## src/hw/gpc_consts.vh

```
`ifndef GPC_CONSTS_VH
`define GPC_CONSTS_VH

// =====================================================================
// Register map
`define GPC_ADDR_WIDTH       8
`define GPC_PIN_CONTROL_ADDR 8'h3C
`define GPC_DATA_WIDTH       16

// =====================================================================
// Field positions of pin_control
`define GPC_TIMER_OUT_SEL_BIT  15
`define GPC_RSVD_HI_BIT        14
`define GPC_RSVD_LO_BIT        12
`define GPC_DIR_HI_BIT         11
`define GPC_DIR_LO_BIT         8
`define GPC_ROM_MAP_IN_BIT     7
`define GPC_SUBSYS_SEL_BIT     6
`define GPC_BUS_GRANTED_BIT    5
`define GPC_BUS_REQUEST_BIT    4
`define GPC_VALUE_HI_BIT       3
`define GPC_VALUE_LO_BIT       0

// =====================================================================
// Reset values and pin roles
`define GPC_PIN_COUNT        4
`define GPC_DIR_RESET        4'h0
`define GPC_VALUE_RESET      4'h0
`define GPC_TIMER_PIN        3
`define GPC_BRANCH_PIN       2
`define GPC_BOOT_PIN         0
`define GPC_SYNC_STAGES      2

`endif

```

## src/hw/gpc_pin_sync.v

```verilog
`timescale 1ns/1ps
// Two-stage synchroniser, one per pin
module gpc_pin_sync #(
  parameter WIDTH = 4
) (
  // Clock and reset
  input  wire             clk,
  input  wire             sys_rst,
  // Pins
  input  wire [WIDTH-1:0] asyncIn,
  output wire [WIDTH-1:0] syncOut
);

  genvar i;

  // =====================================================================
  // Synchroniser stages
  generate
    for (i = 0; i < WIDTH; i = i + 1) begin : g_bit
      reg stageOne;
      reg stageTwo;
      // First stage feeds only the second
      always @(posedge clk) begin
        if (sys_rst) begin
          stageOne <= 1'b0;
          stageTwo <= 1'b0;
        end else begin
          stageOne <= asyncIn[i];
          stageTwo <= stageOne;
        end
      end
      assign syncOut[i] = stageTwo;
    end
  endgenerate

endmodule

```

## src/hw/gpc_pin_driver.v

```verilog
`timescale 1ns/1ps
// Per-pin output driver with active-low enable
module gpc_pin_driver #(
  parameter WIDTH = 4
) (
  // Clock and reset
  input  wire             clk,
  input  wire             sys_rst,
  // Settings
  input  wire [WIDTH-1:0] dirOut,
  input  wire [WIDTH-1:0] levelOut,
  // Pins
  output reg  [WIDTH-1:0] pinOut,
  output reg  [WIDTH-1:0] pinOe_n
);

  // =====================================================================
  // Registered pin drive, released at reset
  always @(posedge clk) begin
    if (sys_rst) begin
      pinOut  <= {WIDTH{1'b0}};
      pinOe_n <= {WIDTH{1'b1}};
    end else begin
      pinOut  <= levelOut;
      pinOe_n <= ~dirOut;
    end
  end

endmodule

```

## src/hw/gpc_control_port.v

```verilog
// Summary of operation
// Each of the four pins is set as input or output by software.
// Reset makes every pin an input with all direction bits cleared.
// Pin data and control live in one 16-bit register at address 3Ch.
// With bit 15 set, pin 3 carries the timer output and reads it back.
// Bits 14 to 12 read as zero and ignore writes.
// Bits 11 to 8 set pin direction, 0 input and 1 output.
// Bits 3 to 0 drive output pins and return sampled levels of input pins.
// Bit 7 maps the ROM into program space; it resets to the boot-mode level.
// In external-bus boot mode the ROM bit takes the sampled pin 0 level.
// Bit 6 reads a constant naming the core, 0 for A and 1 for B.
// Bit 5 reads 1 while the external memory interface is granted to this core.
// Software sets bit 4 to request the external memory interface and clears it after.
// Pin 2, while an input, is the branch condition for conditional instructions.
// The timer output reaches pin 3 only in host-port mode.
// Pin inputs pass a two-stage synchroniser before use.
//
// Our own choice: the address-and-strobe port.
`timescale 1ns/1ps
`include "gpc_consts.vh"

module gpc_control_port #(
  parameter [0:0] SUBSYSTEM_ID = 1'b0,
  parameter       PIN_COUNT    = `GPC_PIN_COUNT
) (
  // Clock and reset
  input  wire                         clk,
  input  wire                         sys_rst,
  // Register port
  input  wire [`GPC_ADDR_WIDTH-1:0]   regAddr,
  input  wire [`GPC_DATA_WIDTH-1:0]   regWrData,
  input  wire                         regWrite,
  input  wire                         regRead,
  output reg  [`GPC_DATA_WIDTH-1:0]   regRdData,
  // Device mode and neighbours
  input  wire                         bootstrapExtMode,
  input  wire                         timerOut,
  input  wire                         extBusGranted,
  output wire                         extBusRequest,
  output wire                         romMapIn,
  output wire                         branchConditionInput,
  // Pins
  input  wire [PIN_COUNT-1:0]         pinIn,
  output wire [PIN_COUNT-1:0]         pinOut,
  output wire [PIN_COUNT-1:0]         pinOe_n
);

  // =====================================================================
  // Control state
  reg                  timerOutSelect;
  reg [PIN_COUNT-1:0]  pinDirection;
  reg [PIN_COUNT-1:0]  pinValue;
  reg                  romBit;
  reg                  busRequest;
  reg  [1:0]           bootWait;

  wire [PIN_COUNT-1:0] pinSync;
  wire                 selHit;
  wire                 timerActive;
  reg  [PIN_COUNT-1:0] effDir;
  reg  [PIN_COUNT-1:0] effLevel;
  reg  [PIN_COUNT-1:0] readValue;
  reg  [`GPC_DATA_WIDTH-1:0] next_rdData;

  // Address decode
  assign selHit = (regAddr == `GPC_PIN_CONTROL_ADDR);

  // Timer mux active only in host-port mode
  assign timerActive = timerOutSelect & ~bootstrapExtMode;

  // =====================================================================
  // Input synchroniser
  gpc_pin_sync #(
    .WIDTH (PIN_COUNT)
  ) u_sync (
    .clk     (clk),
    .sys_rst (sys_rst),
    .asyncIn (pinIn),
    .syncOut (pinSync)
  );

  // =====================================================================
  // Register writes and reset
  always @(posedge clk) begin
    if (sys_rst) begin
      timerOutSelect  <= 1'b0;
      pinDirection    <= `GPC_DIR_RESET;
      pinValue        <= `GPC_VALUE_RESET;
      romBit          <= bootstrapExtMode;
      busRequest      <= 1'b0;
      bootWait        <= 2'h3;
    end else begin
      // Wait until the synchroniser holds pin 0, then load the ROM bit once
      if (bootWait != 2'h0) begin
        bootWait <= bootWait - 2'h1;
      end
      if (bootWait == 2'h1) begin
        if (bootstrapExtMode) begin
          romBit <= pinSync[`GPC_BOOT_PIN];
        end else begin
          romBit <= 1'b0;
        end
      end
      if (regWrite && selHit) begin
        bootWait       <= 2'h0;
        timerOutSelect <= regWrData[`GPC_TIMER_OUT_SEL_BIT];
        pinDirection   <= regWrData[`GPC_DIR_HI_BIT:`GPC_DIR_LO_BIT];
        pinValue       <= regWrData[`GPC_VALUE_HI_BIT:`GPC_VALUE_LO_BIT];
        romBit         <= regWrData[`GPC_ROM_MAP_IN_BIT];
        busRequest     <= regWrData[`GPC_BUS_REQUEST_BIT];
      end
    end
  end

  // =====================================================================
  // Effective pin direction, drive level and read-back
  always @* begin
    effDir    = pinDirection;
    effLevel  = pinValue;
    readValue = (pinDirection & pinValue) | (~pinDirection & pinSync);
    if (timerActive) begin
      effDir[`GPC_TIMER_PIN]    = 1'b1;
      effLevel[`GPC_TIMER_PIN]  = timerOut;
      readValue[`GPC_TIMER_PIN] = timerOut;
    end
  end

  // =====================================================================
  // Output drivers
  gpc_pin_driver #(
    .WIDTH (PIN_COUNT)
  ) u_drv (
    .clk      (clk),
    .sys_rst  (sys_rst),
    .dirOut   (effDir),
    .levelOut (effLevel),
    .pinOut   (pinOut),
    .pinOe_n  (pinOe_n)
  );

  // =====================================================================
  // Read data assembly
  always @* begin
    next_rdData = {`GPC_DATA_WIDTH{1'b0}};
    next_rdData[`GPC_TIMER_OUT_SEL_BIT] = timerOutSelect;
    next_rdData[`GPC_DIR_HI_BIT:`GPC_DIR_LO_BIT] = pinDirection;
    next_rdData[`GPC_ROM_MAP_IN_BIT] = romBit;
    next_rdData[`GPC_SUBSYS_SEL_BIT] = SUBSYSTEM_ID;
    next_rdData[`GPC_BUS_GRANTED_BIT] = extBusGranted;
    next_rdData[`GPC_BUS_REQUEST_BIT] = busRequest;
    next_rdData[`GPC_VALUE_HI_BIT:`GPC_VALUE_LO_BIT] = readValue;
  end

  // Read data stand one cycle after the strobe, zero otherwise
  always @(posedge clk) begin
    if (sys_rst) begin
      regRdData <= {`GPC_DATA_WIDTH{1'b0}};
    end else if (regRead && selHit) begin
      regRdData <= next_rdData;
    end else begin
      regRdData <= {`GPC_DATA_WIDTH{1'b0}};
    end
  end

  // =====================================================================
  // Side outputs
  assign extBusRequest        = busRequest;
  assign romMapIn             = romBit;
  // Branch condition follows pin 2 only while it is an input
  assign branchConditionInput = ~pinDirection[`GPC_BRANCH_PIN] & pinSync[`GPC_BRANCH_PIN];

endmodule

```

## config.mk

```make
export PLATFORM = sky130hd
export DESIGN_NAME = gpc_control_port
export DESIGN_NICKNAME = d
export VERILOG_FILES = /design/src/hw/gpc_pin_sync.v /design/src/hw/gpc_pin_driver.v /design/src/hw/gpc_control_port.v
export VERILOG_INCLUDE_DIRS = /design/src /design/src/hw
export SDC_FILE = /design/constraint.sdc
export NUM_CORES = 1
export LEC_CHECK = 0
export BUFFER_PORTS_ARGS = -buffer_cell sky130_fd_sc_hd__buf_2
export CORE_UTILIZATION = 45
export DETAILED_ROUTE_END_ITERATION = 8
export PLACE_DENSITY = 0.88
export RECOVER_POWER = 25
export SYNTH_ARGS = -nofsm -noshare
export SYNTH_HDL_FRONTEND = slang
export SYNTH_SLANG_ARGS = --single-unit
```

## constraint.sdc

```tcl
create_clock -name clk -period 1.6 [get_ports clk]
set_clock_uncertainty 0.05 [all_clocks]
set_input_delay 0.08 -clock clk [delete_from_list [all_inputs] [get_ports clk]]
set_output_delay 0.08 -clock clk [all_outputs]
set_load 0.03 [all_outputs]
```

Yosys cells after proc, flatten, opt, wreduce, memory -nomap -nowiden
Cells that the tools add are included.
{"block": "word_totals", "regBits": 45, "output_inout_bits": 27, "wordCells": 46}
{"block": "op_classes", "addsub": 1, "n_eq_ne": 2, "muxes": 9, "bitwise_logic": 10, "n_reduce_logical": 6}
{"operator": "bitwise AND 4 bit", "n": 2}
{"operator": "== test 8 x 6 -> 1 bit, second input constant", "n": 1}
{"operator": "inverter 4 bit", "n": 2}
{"operator": "two-way mux 1 bit", "n": 7}
{"operator": "two-way mux 2 bit", "n": 2}
{"operator": "bitwise OR 4 bit", "n": 1}
{"operator": "nonzero test 2 bit", "n": 2}
{"operator": "inverter 1 bit", "n": 3}
{"operator": "nonzero test 3 bit", "n": 1}
{"operator": "bitwise AND 1 bit", "n": 2}
{"operator": "== test 2 x 1 -> 1 bit, second input constant", "n": 1}
{"operator": "logical AND 1 bit", "n": 2}
{"operator": "OR reduction 2 bit", "n": 1}
{"operator": "subtractor 2 x 1 -> 2 bit, second input constant", "n": 1}

Longest topological paths before layout
Gate-level depths: netlist (run 1).
{"block": "depth", "word_depth": 4, "depth_mapped": 5, "depth_no_buf": 5}

Hierarchy
From an unflattened synthesis (run 1), not the netlist that was laid out.
{"block": "hier_totals", "cells_unflattened": 140, "hier_area_um2": 1546.5}
{"module": "gpc_control_port", "instances": 1, "cells_per_inst": 104, "area_per_inst_um2": 1096.1, "seq_area_each_um2": 510.5}
{"module": "gpc_pin_sync", "instances": 1, "cells_per_inst": 20, "area_per_inst_um2": 240.2, "seq_area_each_um2": 160.2}
{"module": "gpc_pin_driver", "instances": 1, "cells_per_inst": 16, "area_per_inst_um2": 210.2, "seq_area_each_um2": 160.2}

Least setup slack after synthesis (run 1)
OpenSTA, ideal clock, no wires.
{"block": "synth_timing", "path_type": "input -> register", "start": "in regAddr[6]", "end": "reg romBit, in the netlist romMapIn (enable)", "setup_ns": 0.254, "arrival_time_ns": 1.024, "required_time_ns": 1.296, "slack_ns": 0.272, "cell_stages": 5, "n_path_buf": 2, "path_cell_list": "and4bb_4 and3_1 buf_6 buf_6 or3_1"}
{"block": "synth_between", "elab_chain_cells": 3}
{"element": "start: declaration", "line_no": "gpc_control_port.v:30", "text": "input wire [`GPC_ADDR_WIDTH-1:0] regAddr,"}
{"element": "== test 8 x 6 -> 1 bit (no source line)"}
{"element": "logical AND 1 bit", "line_no": "gpc_control_port.v:104", "text": "if (regWrite && selHit) begin"}
{"element": "nonzero test 3 bit (no source line)"}
{"element": "end signal: assignment", "line_no": "gpc_control_port.v:89", "text": "romBit <= bootstrapExtMode;"}
{"element": "end signal: assignment", "line_no": "gpc_control_port.v:99", "text": "romBit <= pinSync[`GPC_BOOT_PIN];"}
{"element": "end signal: assignment", "line_no": "gpc_control_port.v:109", "text": "romBit <= regWrData[`GPC_ROM_MAP_IN_BIT];"}
{"element": "end: declaration", "line_no": "gpc_control_port.v:53", "text": "reg romBit;"}
No other way between the ends.
A chain may end at the register's enable or synchronous reset.

Worst setup path after layout (run 1)
{"block": "layout_timing", "start": "in bootstrapExtMode", "end": "reg regRdData[3]"}
{"block": "layout_between", "elab_chain_cells": 3}
{"element": "start: declaration", "line_no": "gpc_control_port.v:36", "text": "input wire bootstrapExtMode,"}
{"element": "inverter 1 bit", "line_no": "gpc_control_port.v:69", "text": "assign timerActive = timerOutSelect & ~bootstrapExtMode;"}
{"element": "bitwise AND 1 bit", "line_no": "gpc_control_port.v:69"}
{"element": "two-way mux 1 bit", "line_no": "gpc_control_port.v:121", "text": "if (timerActive) begin"}
{"element": "end signal: assignment", "line_no": "gpc_control_port.v:157", "text": "regRdData <= {`GPC_DATA_WIDTH{1'b0}};"}
{"element": "end signal: assignment", "line_no": "gpc_control_port.v:159", "text": "regRdData <= next_rdData;"}
{"element": "end signal: assignment", "line_no": "gpc_control_port.v:161", "text": "regRdData <= {`GPC_DATA_WIDTH{1'b0}};"}
{"element": "end: declaration", "line_no": "gpc_control_port.v:34", "text": "output reg [`GPC_DATA_WIDTH-1:0] regRdData,"}
No other way between the ends.

==> results of run 1 <==
-- kinds of logic after synthesis --
logic type | Yosys count | synth area share, %
xor gates and xnor gates | 1 | 0.5938
other | 1 | 0.2542
DFF | 41 | 56.32
and+or+nand+nor | 53 | 22.99
muxes | 14 | 9.839
AOI/OAI and AO/OA | 8 | 3.223
adders and majority gates | 2 | 1.696
buffers and inverters | 12 | 5.089
-- state kept, by name (all words and copies together), names as in the netlist --
register,flops
romMapIn,1
u_drv.pinOe_n,4
timerOutSelect,1
u_drv.pinOut,4
extBusRequest,1
bootWait,2
regRdData,12
pinDirection,4
u_sync.g_bit.stageTwo,4
pinValue,4
u_sync.g_bit.stageOne,4
-- area by class of cell --
class                      count  area [sq um]  area share (%)
sequential                    41         832.0           42.44
multi-input combinational     82         580.6           29.61
timing repair buffer          69         427.9           21.83
tap                           44         55.05           2.808
clock buffer                   5         37.54           1.914
clock inverter                 3         16.27          0.8296
inverter                       3         11.26          0.5743
-- synth_stat cells --
library cell | instances | share of area, %
dfxtp_1 | 40 | 54
nand2b_1 | 15 | 6.4
edfxtp_1 | 1 | 2.0
clkbuf_1 | 3 | 0.76
buf_4 | 4 | 2.0
mux2_1 | 3 | 2.3
and3_1 | 1 | 0.42
o21bai_1 | 3 | 1.5
nand2_1 | 3 | 0.76
a21oi_1 | 4 | 1.4
conb_1 | 1 | 0.25
and2_1 | 8 | 3.4
nor2_1 | 4 | 1.0
and4b_1 | 1 | 0.68
nor2b_1 | 16 | 6.8
xor2_1 | 1 | 0.59
mux2_2 | 1 | 0.76
o21ai_0 | 1 | 0.34
buf_6 | 2 | 1.5
and4bb_4 | 1 | 1.1
or3_1 | 1 | 0.42
nand4b_1 | 2 | 1.2
mux2i_1 | 10 | 6.8
and4bb_1 | 1 | 0.85
inv_1 | 3 | 0.76
ha_1 | 2 | 1.7
-- how the worst max path moves through the flow --
stage	endpoint	cells after the start
6_report	regRdData[3]	6
5_1_grt	u_drv.pinOut[3]	4
4_1_cts	u_drv.pinOut[3]	4
3_5_place_dp	pinDirection[1]	5
3_3_place_gp	pinDirection[1]	5
2_1_floorplan	romMapIn	5
-- power by group through the flow --
stage | clock [mW] | combinational (mW) | sequential (mW)
2_1_floorplan | 0 | 0.107 | 1.10
3_3_place_gp | 0 | 0.156 | 1.09
3_5_place_dp | 0 | 0.159 | 1.09
4_1_cts | 0.508 | 0.187 | 1.07
5_1_grt | 0.576 | 0.211 | 1.07
6_report | 0.490 | 0.186 | 1.07
-- metal layers --
metal | routed length [microns] | vias to the layer above | GRT usage (%)
met4 | 51 | 0 | 7.143
met2 | 1320 | 40 | 27.93
li1 | - | 559 | -
met1 | 1075 | 492 | 19.26
met5 | 0 | - | 0
met3 | 170 | 7 | 7.424
-- critical path: stages --
cell and delay, ns:
dlygate4sd3_1 0.54, buf_2 0.13, nor2b_1 0.15, nand2_1 0.08, dlygate4sd3_1 0.58, a21oi_1 0.13
-- repair_timing --
| action | CTS | global route |
|---|---|---|
| hold buffers | 16 | 0 |
| hold endpoints to repair | 16 | 0 |
| gates resized for setup | 0 | 1 |
| setup endpoints to repair | 0 | 2 |
==> summary.txt, run 1 <==
Min path
  • Hold depth: 3
  • Worst min path class: primary input to register
  • Worst Min Path Start: regWrData[2]
  • Hold Path Sink: pinValue[2]

Placement
  • Routability Congestion: 0.7812
  • DP Area: 1745 sq um
  • Dpl hpwl: 1794 microns
  • Post-placement cell count: 223
  • PortBufs: 52
  • Setup WS pre-CTS: 0.1753 ns

Die
  • Core ar.: 3078 sq um
  • DIE HEIGHT: 59.26 microns
  • Horiz. Die Dim: 59.26 microns
  • Number of placement rows: 20
  • Die area: 3511 sq um
  • Io pins: 62
  • Initial Utilization: 47.93%

Setup path
  • Worst Reg-to-Reg Cells: 4
  • Arrival @ worst endpoint: 1.69 ns
  • Critical Path Sink Type: register
  • CP Launch Type: primary input
  • R2R Path Start: timerOutSelect
  • CP required: 1.84 ns
  • R2r setup slk: 0.15 ns
  • Crit path kind: primary input to register
  • Crit path from: bootstrapExtMode
  • Critical path peak fanout: 3
  • R2r endpoint: regRdData[3]

Yosys
  • Gate Count Post-Synth: 132
  • Distinct cells, synth: 26
  • Yosys reg bits: 41
  • Post-Syn Area: 1475 sq um
  • Sequential area share after synthesis: 56.32%
  • Ys Warns: 0
  • Avg Inst Size Synth: 11.18 sq um

Timing
  • Setup ws final: 0.1492 ns
  • Final Hold Vio Count: 0
  • RSZ-0062 raised after global routing: false
  • Slew @ Worst Pin: 0.5005 ns
  • Hold slack: 0.006380 ns
  • Setup Viol. Count Final: 0
  • Final min period: 1.451 ns
  • Fmax: 689.3 MHz
  • Final Max Tran Viols: 0
  • Final critical-path share of the clock period: 90.67%
  • Setup TNS: 0 ns
  • Slew headroom: 66.63%

CTS
  • Clock slew at the register clock pins of the worst setup and hold paths: 0.11 ns
  • Clock Latency Late Sink: 0.35 ns
  • Post-CTS setup buffers: 0
  • Clock sinks: 41
  • CTS Buf Count: 5
  • H-tree levels: 2
  • CTS root buf: clkbuf_4
  • Max Root-Sink Buffers: 2
  • CTS tree: built

Finish
  • Layout Utilization: 63.70%
  • Layout cells sized above 1: 31.53%
  • Final net count: 239
  • Area grow syn2layout: 32.91%
  • Most common cell after layout, fill and taps aside: buf_2
  • Final instance area: 1961 sq um
  • Post-Layout Cell Count: 247
  • # diodes: 0
  • Commonest cells after routing, fill and taps aside: buf_2, dfxtp_1, nor2b_1, dlygate4sd3_1, nand2b_1
  • Layout fillers: 261

Power and ir drop
  • Pleak: 0.9110 nW
  • Peak supply drop: 0.4221 mV
  • P_sw: 0.4221 mW
  • P_int: 1.321 mW
  • Overall Power: 1.744 mW
  • Clock Power Share: 28.1%
  • Switching share of total power: 24.21%
  • Comb power frac: 10.7%
  • Pwr dens: 889.3 nW/um^2
  • Part of the power in registers: 61.2%

Drt
  • Vias: 1,098
  • Wire per inst: 10.60 microns
  • DR pass1 iterations: 4
  • Initial DRC Count: 22
  • DRC errors left: 0
  • Final ANT Viol Nets: 0
  • Vias/cell: 4.445
  • Routed WL: 2617 microns

Global routing
  • First-pass GRT wire length: 4209 microns
  • Initial antenna violation count: 0
  • GRT Total Usage: 17.05%
  • Global route overflow: 0
  • Pin count of the biggest net entering global routing: 38
  • Vias in the first global route: 948

Flow run
  • Max-cap violations: 0

Run status
  • Run status: finished, final reports clean
No activity file was read; power rests on OpenSTA's default activity.
==> run 2, diff against run 1 <==
CORE_ASPECT_RATIO = 1.2   (was not set)
==> summary.txt, run 2 (synthesis results as in run 1) <==
Run status
  • Run status: finished, violations left
  • Failing checks: hold timing

Timing
  • Final min period: 1.205 ns
  • Setup Viol. Count Final: 0
  • Fmax: 830.0 MHz
  • Final Hold Vio Count: 1
  • Final critical-path share of the clock period: 75.30%
  • Hold slack: -0.001063 ns
  • Final Max Tran Viols: 0
  • RSZ-0062 raised after global routing: false
  • Setup TNS: 0 ns

Setup path
  • R2R Path Start: bootWait[1]
  • Slowest CP cell: or3_1
  • Crit path kind: register to register
  • Arrival @ worst endpoint: 1.26 ns
  • R2r setup slk: 0.40 ns
  • Critical Path Sink Type: register
  • CP Launch Type: register
  • R2r endpoint: romMapIn
  • Critical path endpoint: romMapIn
  • Crit-path max cell delay: 0.37 ns
  • Critical path peak fanout: 2
  • CP required: 1.66 ns
  • Crit path from: bootWait[1]
  • Cells along the critical path: inv_1, ha_1, or3_1
  • Worst Reg-to-Reg Cells: 3

Placement
  • PortBufs: 52
  • Routability Congestion: 0.6694
  • Dpl hpwl: 1861 microns
  • DP Area: 1750 sq um
  • Post-placement cell count: 217

Flow run
  • Max-cap violations: 0

Drt
  • Routed WL: 2514 microns
  • Final ANT Viol Nets: 0
  • DRC errors left: 0
  • Wire per inst: 10.56 microns
  • DR pass1 iterations: 2
  • Vias/cell: 4.546
  • Vias: 1,082
  • Initial DRC Count: 9

Global routing
  • Global route overflow: 0
  • First-pass GRT wire length: 4112 microns
  • GRT Total Usage: 16.53%
  • Initial antenna violation count: 0
  • Vias in the first global route: 969
  • Pin count of the biggest net entering global routing: 23

CTS
  • Post-CTS setup buffers: 0
  • Clock Latency Late Sink: 0.34 ns
  • Max Root-Sink Buffers: 2
  • CTS tree: built
  • CTS root buf: clkbuf_4
  • H-tree levels: 2
  • CTS Hold Bufs: 13
  • Clock slew at the register clock pins of the worst setup and hold paths: 0.11 ns
  • CTS Buf Count: 5
  • Clock sinks: 41
  • Post-cts resize count: 0

Power and ir drop
  • Overall Power: 1.730 mW
  • Peak supply drop: 0.5784 mV
  • Pleak: 0.9077 nW
  • Pwr dens: 895.4 nW/um^2

Finish
  • Layout cells sized above 1: 31.68%
  • # diodes: 0
  • Post-Layout Cell Count: 238
  • Area grow syn2layout: 30.96%
  • Most common cell after layout, fill and taps aside: buf_2
  • Commonest cells after routing, fill and taps aside: buf_2, dfxtp_1, nor2b_1
  • Final net count: 238
  • Reg with most FFs: regRdData
  • Layout Utilization: 62.66%
  • Final instance area: 1932 sq um
  • Max reg flops: 12

Die
  • DIE HEIGHT: 64.72 microns
  • Horiz. Die Dim: 54.27 microns
  • Die area: 3512 sq um
  • Io pins: 62
  • Core ar.: 3083 sq um
  • Initial Utilization: 47.85%
  • Number of placement rows: 22

Min path
  • Worst min path class: primary input to register
==> run 2: area by class of cell <==
class | count | area (sq um)
clock buffers | 6 | 41.29
clock inverters | 2 | 10.01
fillers | 281 | 1151
inverters | 3 | 11.26
multi-input cells | 82 | 580.6
flip-flops and latches | 41 | 830.8
well taps | 36 | 45.04
repair buffers | 68 | 412.9
==> run 2: power by group <==
group	leakage [nW]	total, mW	internal, mW	switching (mW)
sequential	0.335	1.07	1.05	0.0120
combinational	0.541	0.187	0.0989	0.0877
clock	0.0320	0.477	0.168	0.310
==> run 2: worst min path at each step <==
stage / endpoint / slack [ns] / from / cells after the start
floorplan: u_drv.pinOut[0] / 0.11 / sys_rst / 1
global placement: regRdData[5] / 0.23 / extBusGranted / 2
detailed placement: regRdData[5] / 0.23 / extBusGranted / 2
CTS: u_drv.pinOe_n[3] / 0.0005 / bootstrapExtMode / 3
global route: pinValue[1] / 0.02 / regWrData[1] / 3
finish: u_drv.pinOe_n[3] / -0.001 / bootstrapExtMode / 3
==> run 2: metrics by stage <==
step	setup WS [ns]	hold slack, ns
after floorplan	0.2719	0.1095
after global placement	0.2610	0.2346
after detailed placement	0.2350	0.2328
after CTS	0.3784	0.0004583
after global routing	0.3353	0.02241
final	0.3951	-0.001063
==> run 2: layer usage <==
layer	global-route usage, %	part of all wire [%]
met1	18.05	44
met2	27.29	48
met3	4.695	5.4
met4	9.615	2.1
met5	0	0
==> run 2: worst max-delay path: cells and delay by family, from the launching register on <==
family | cells | cell delay (ns)
DFF | 1 | 0.34
buffers and inverters | 1 | 0.06
and+or+nand+nor | 1 | 0.37
adders and majority gates | 1 | 0.17
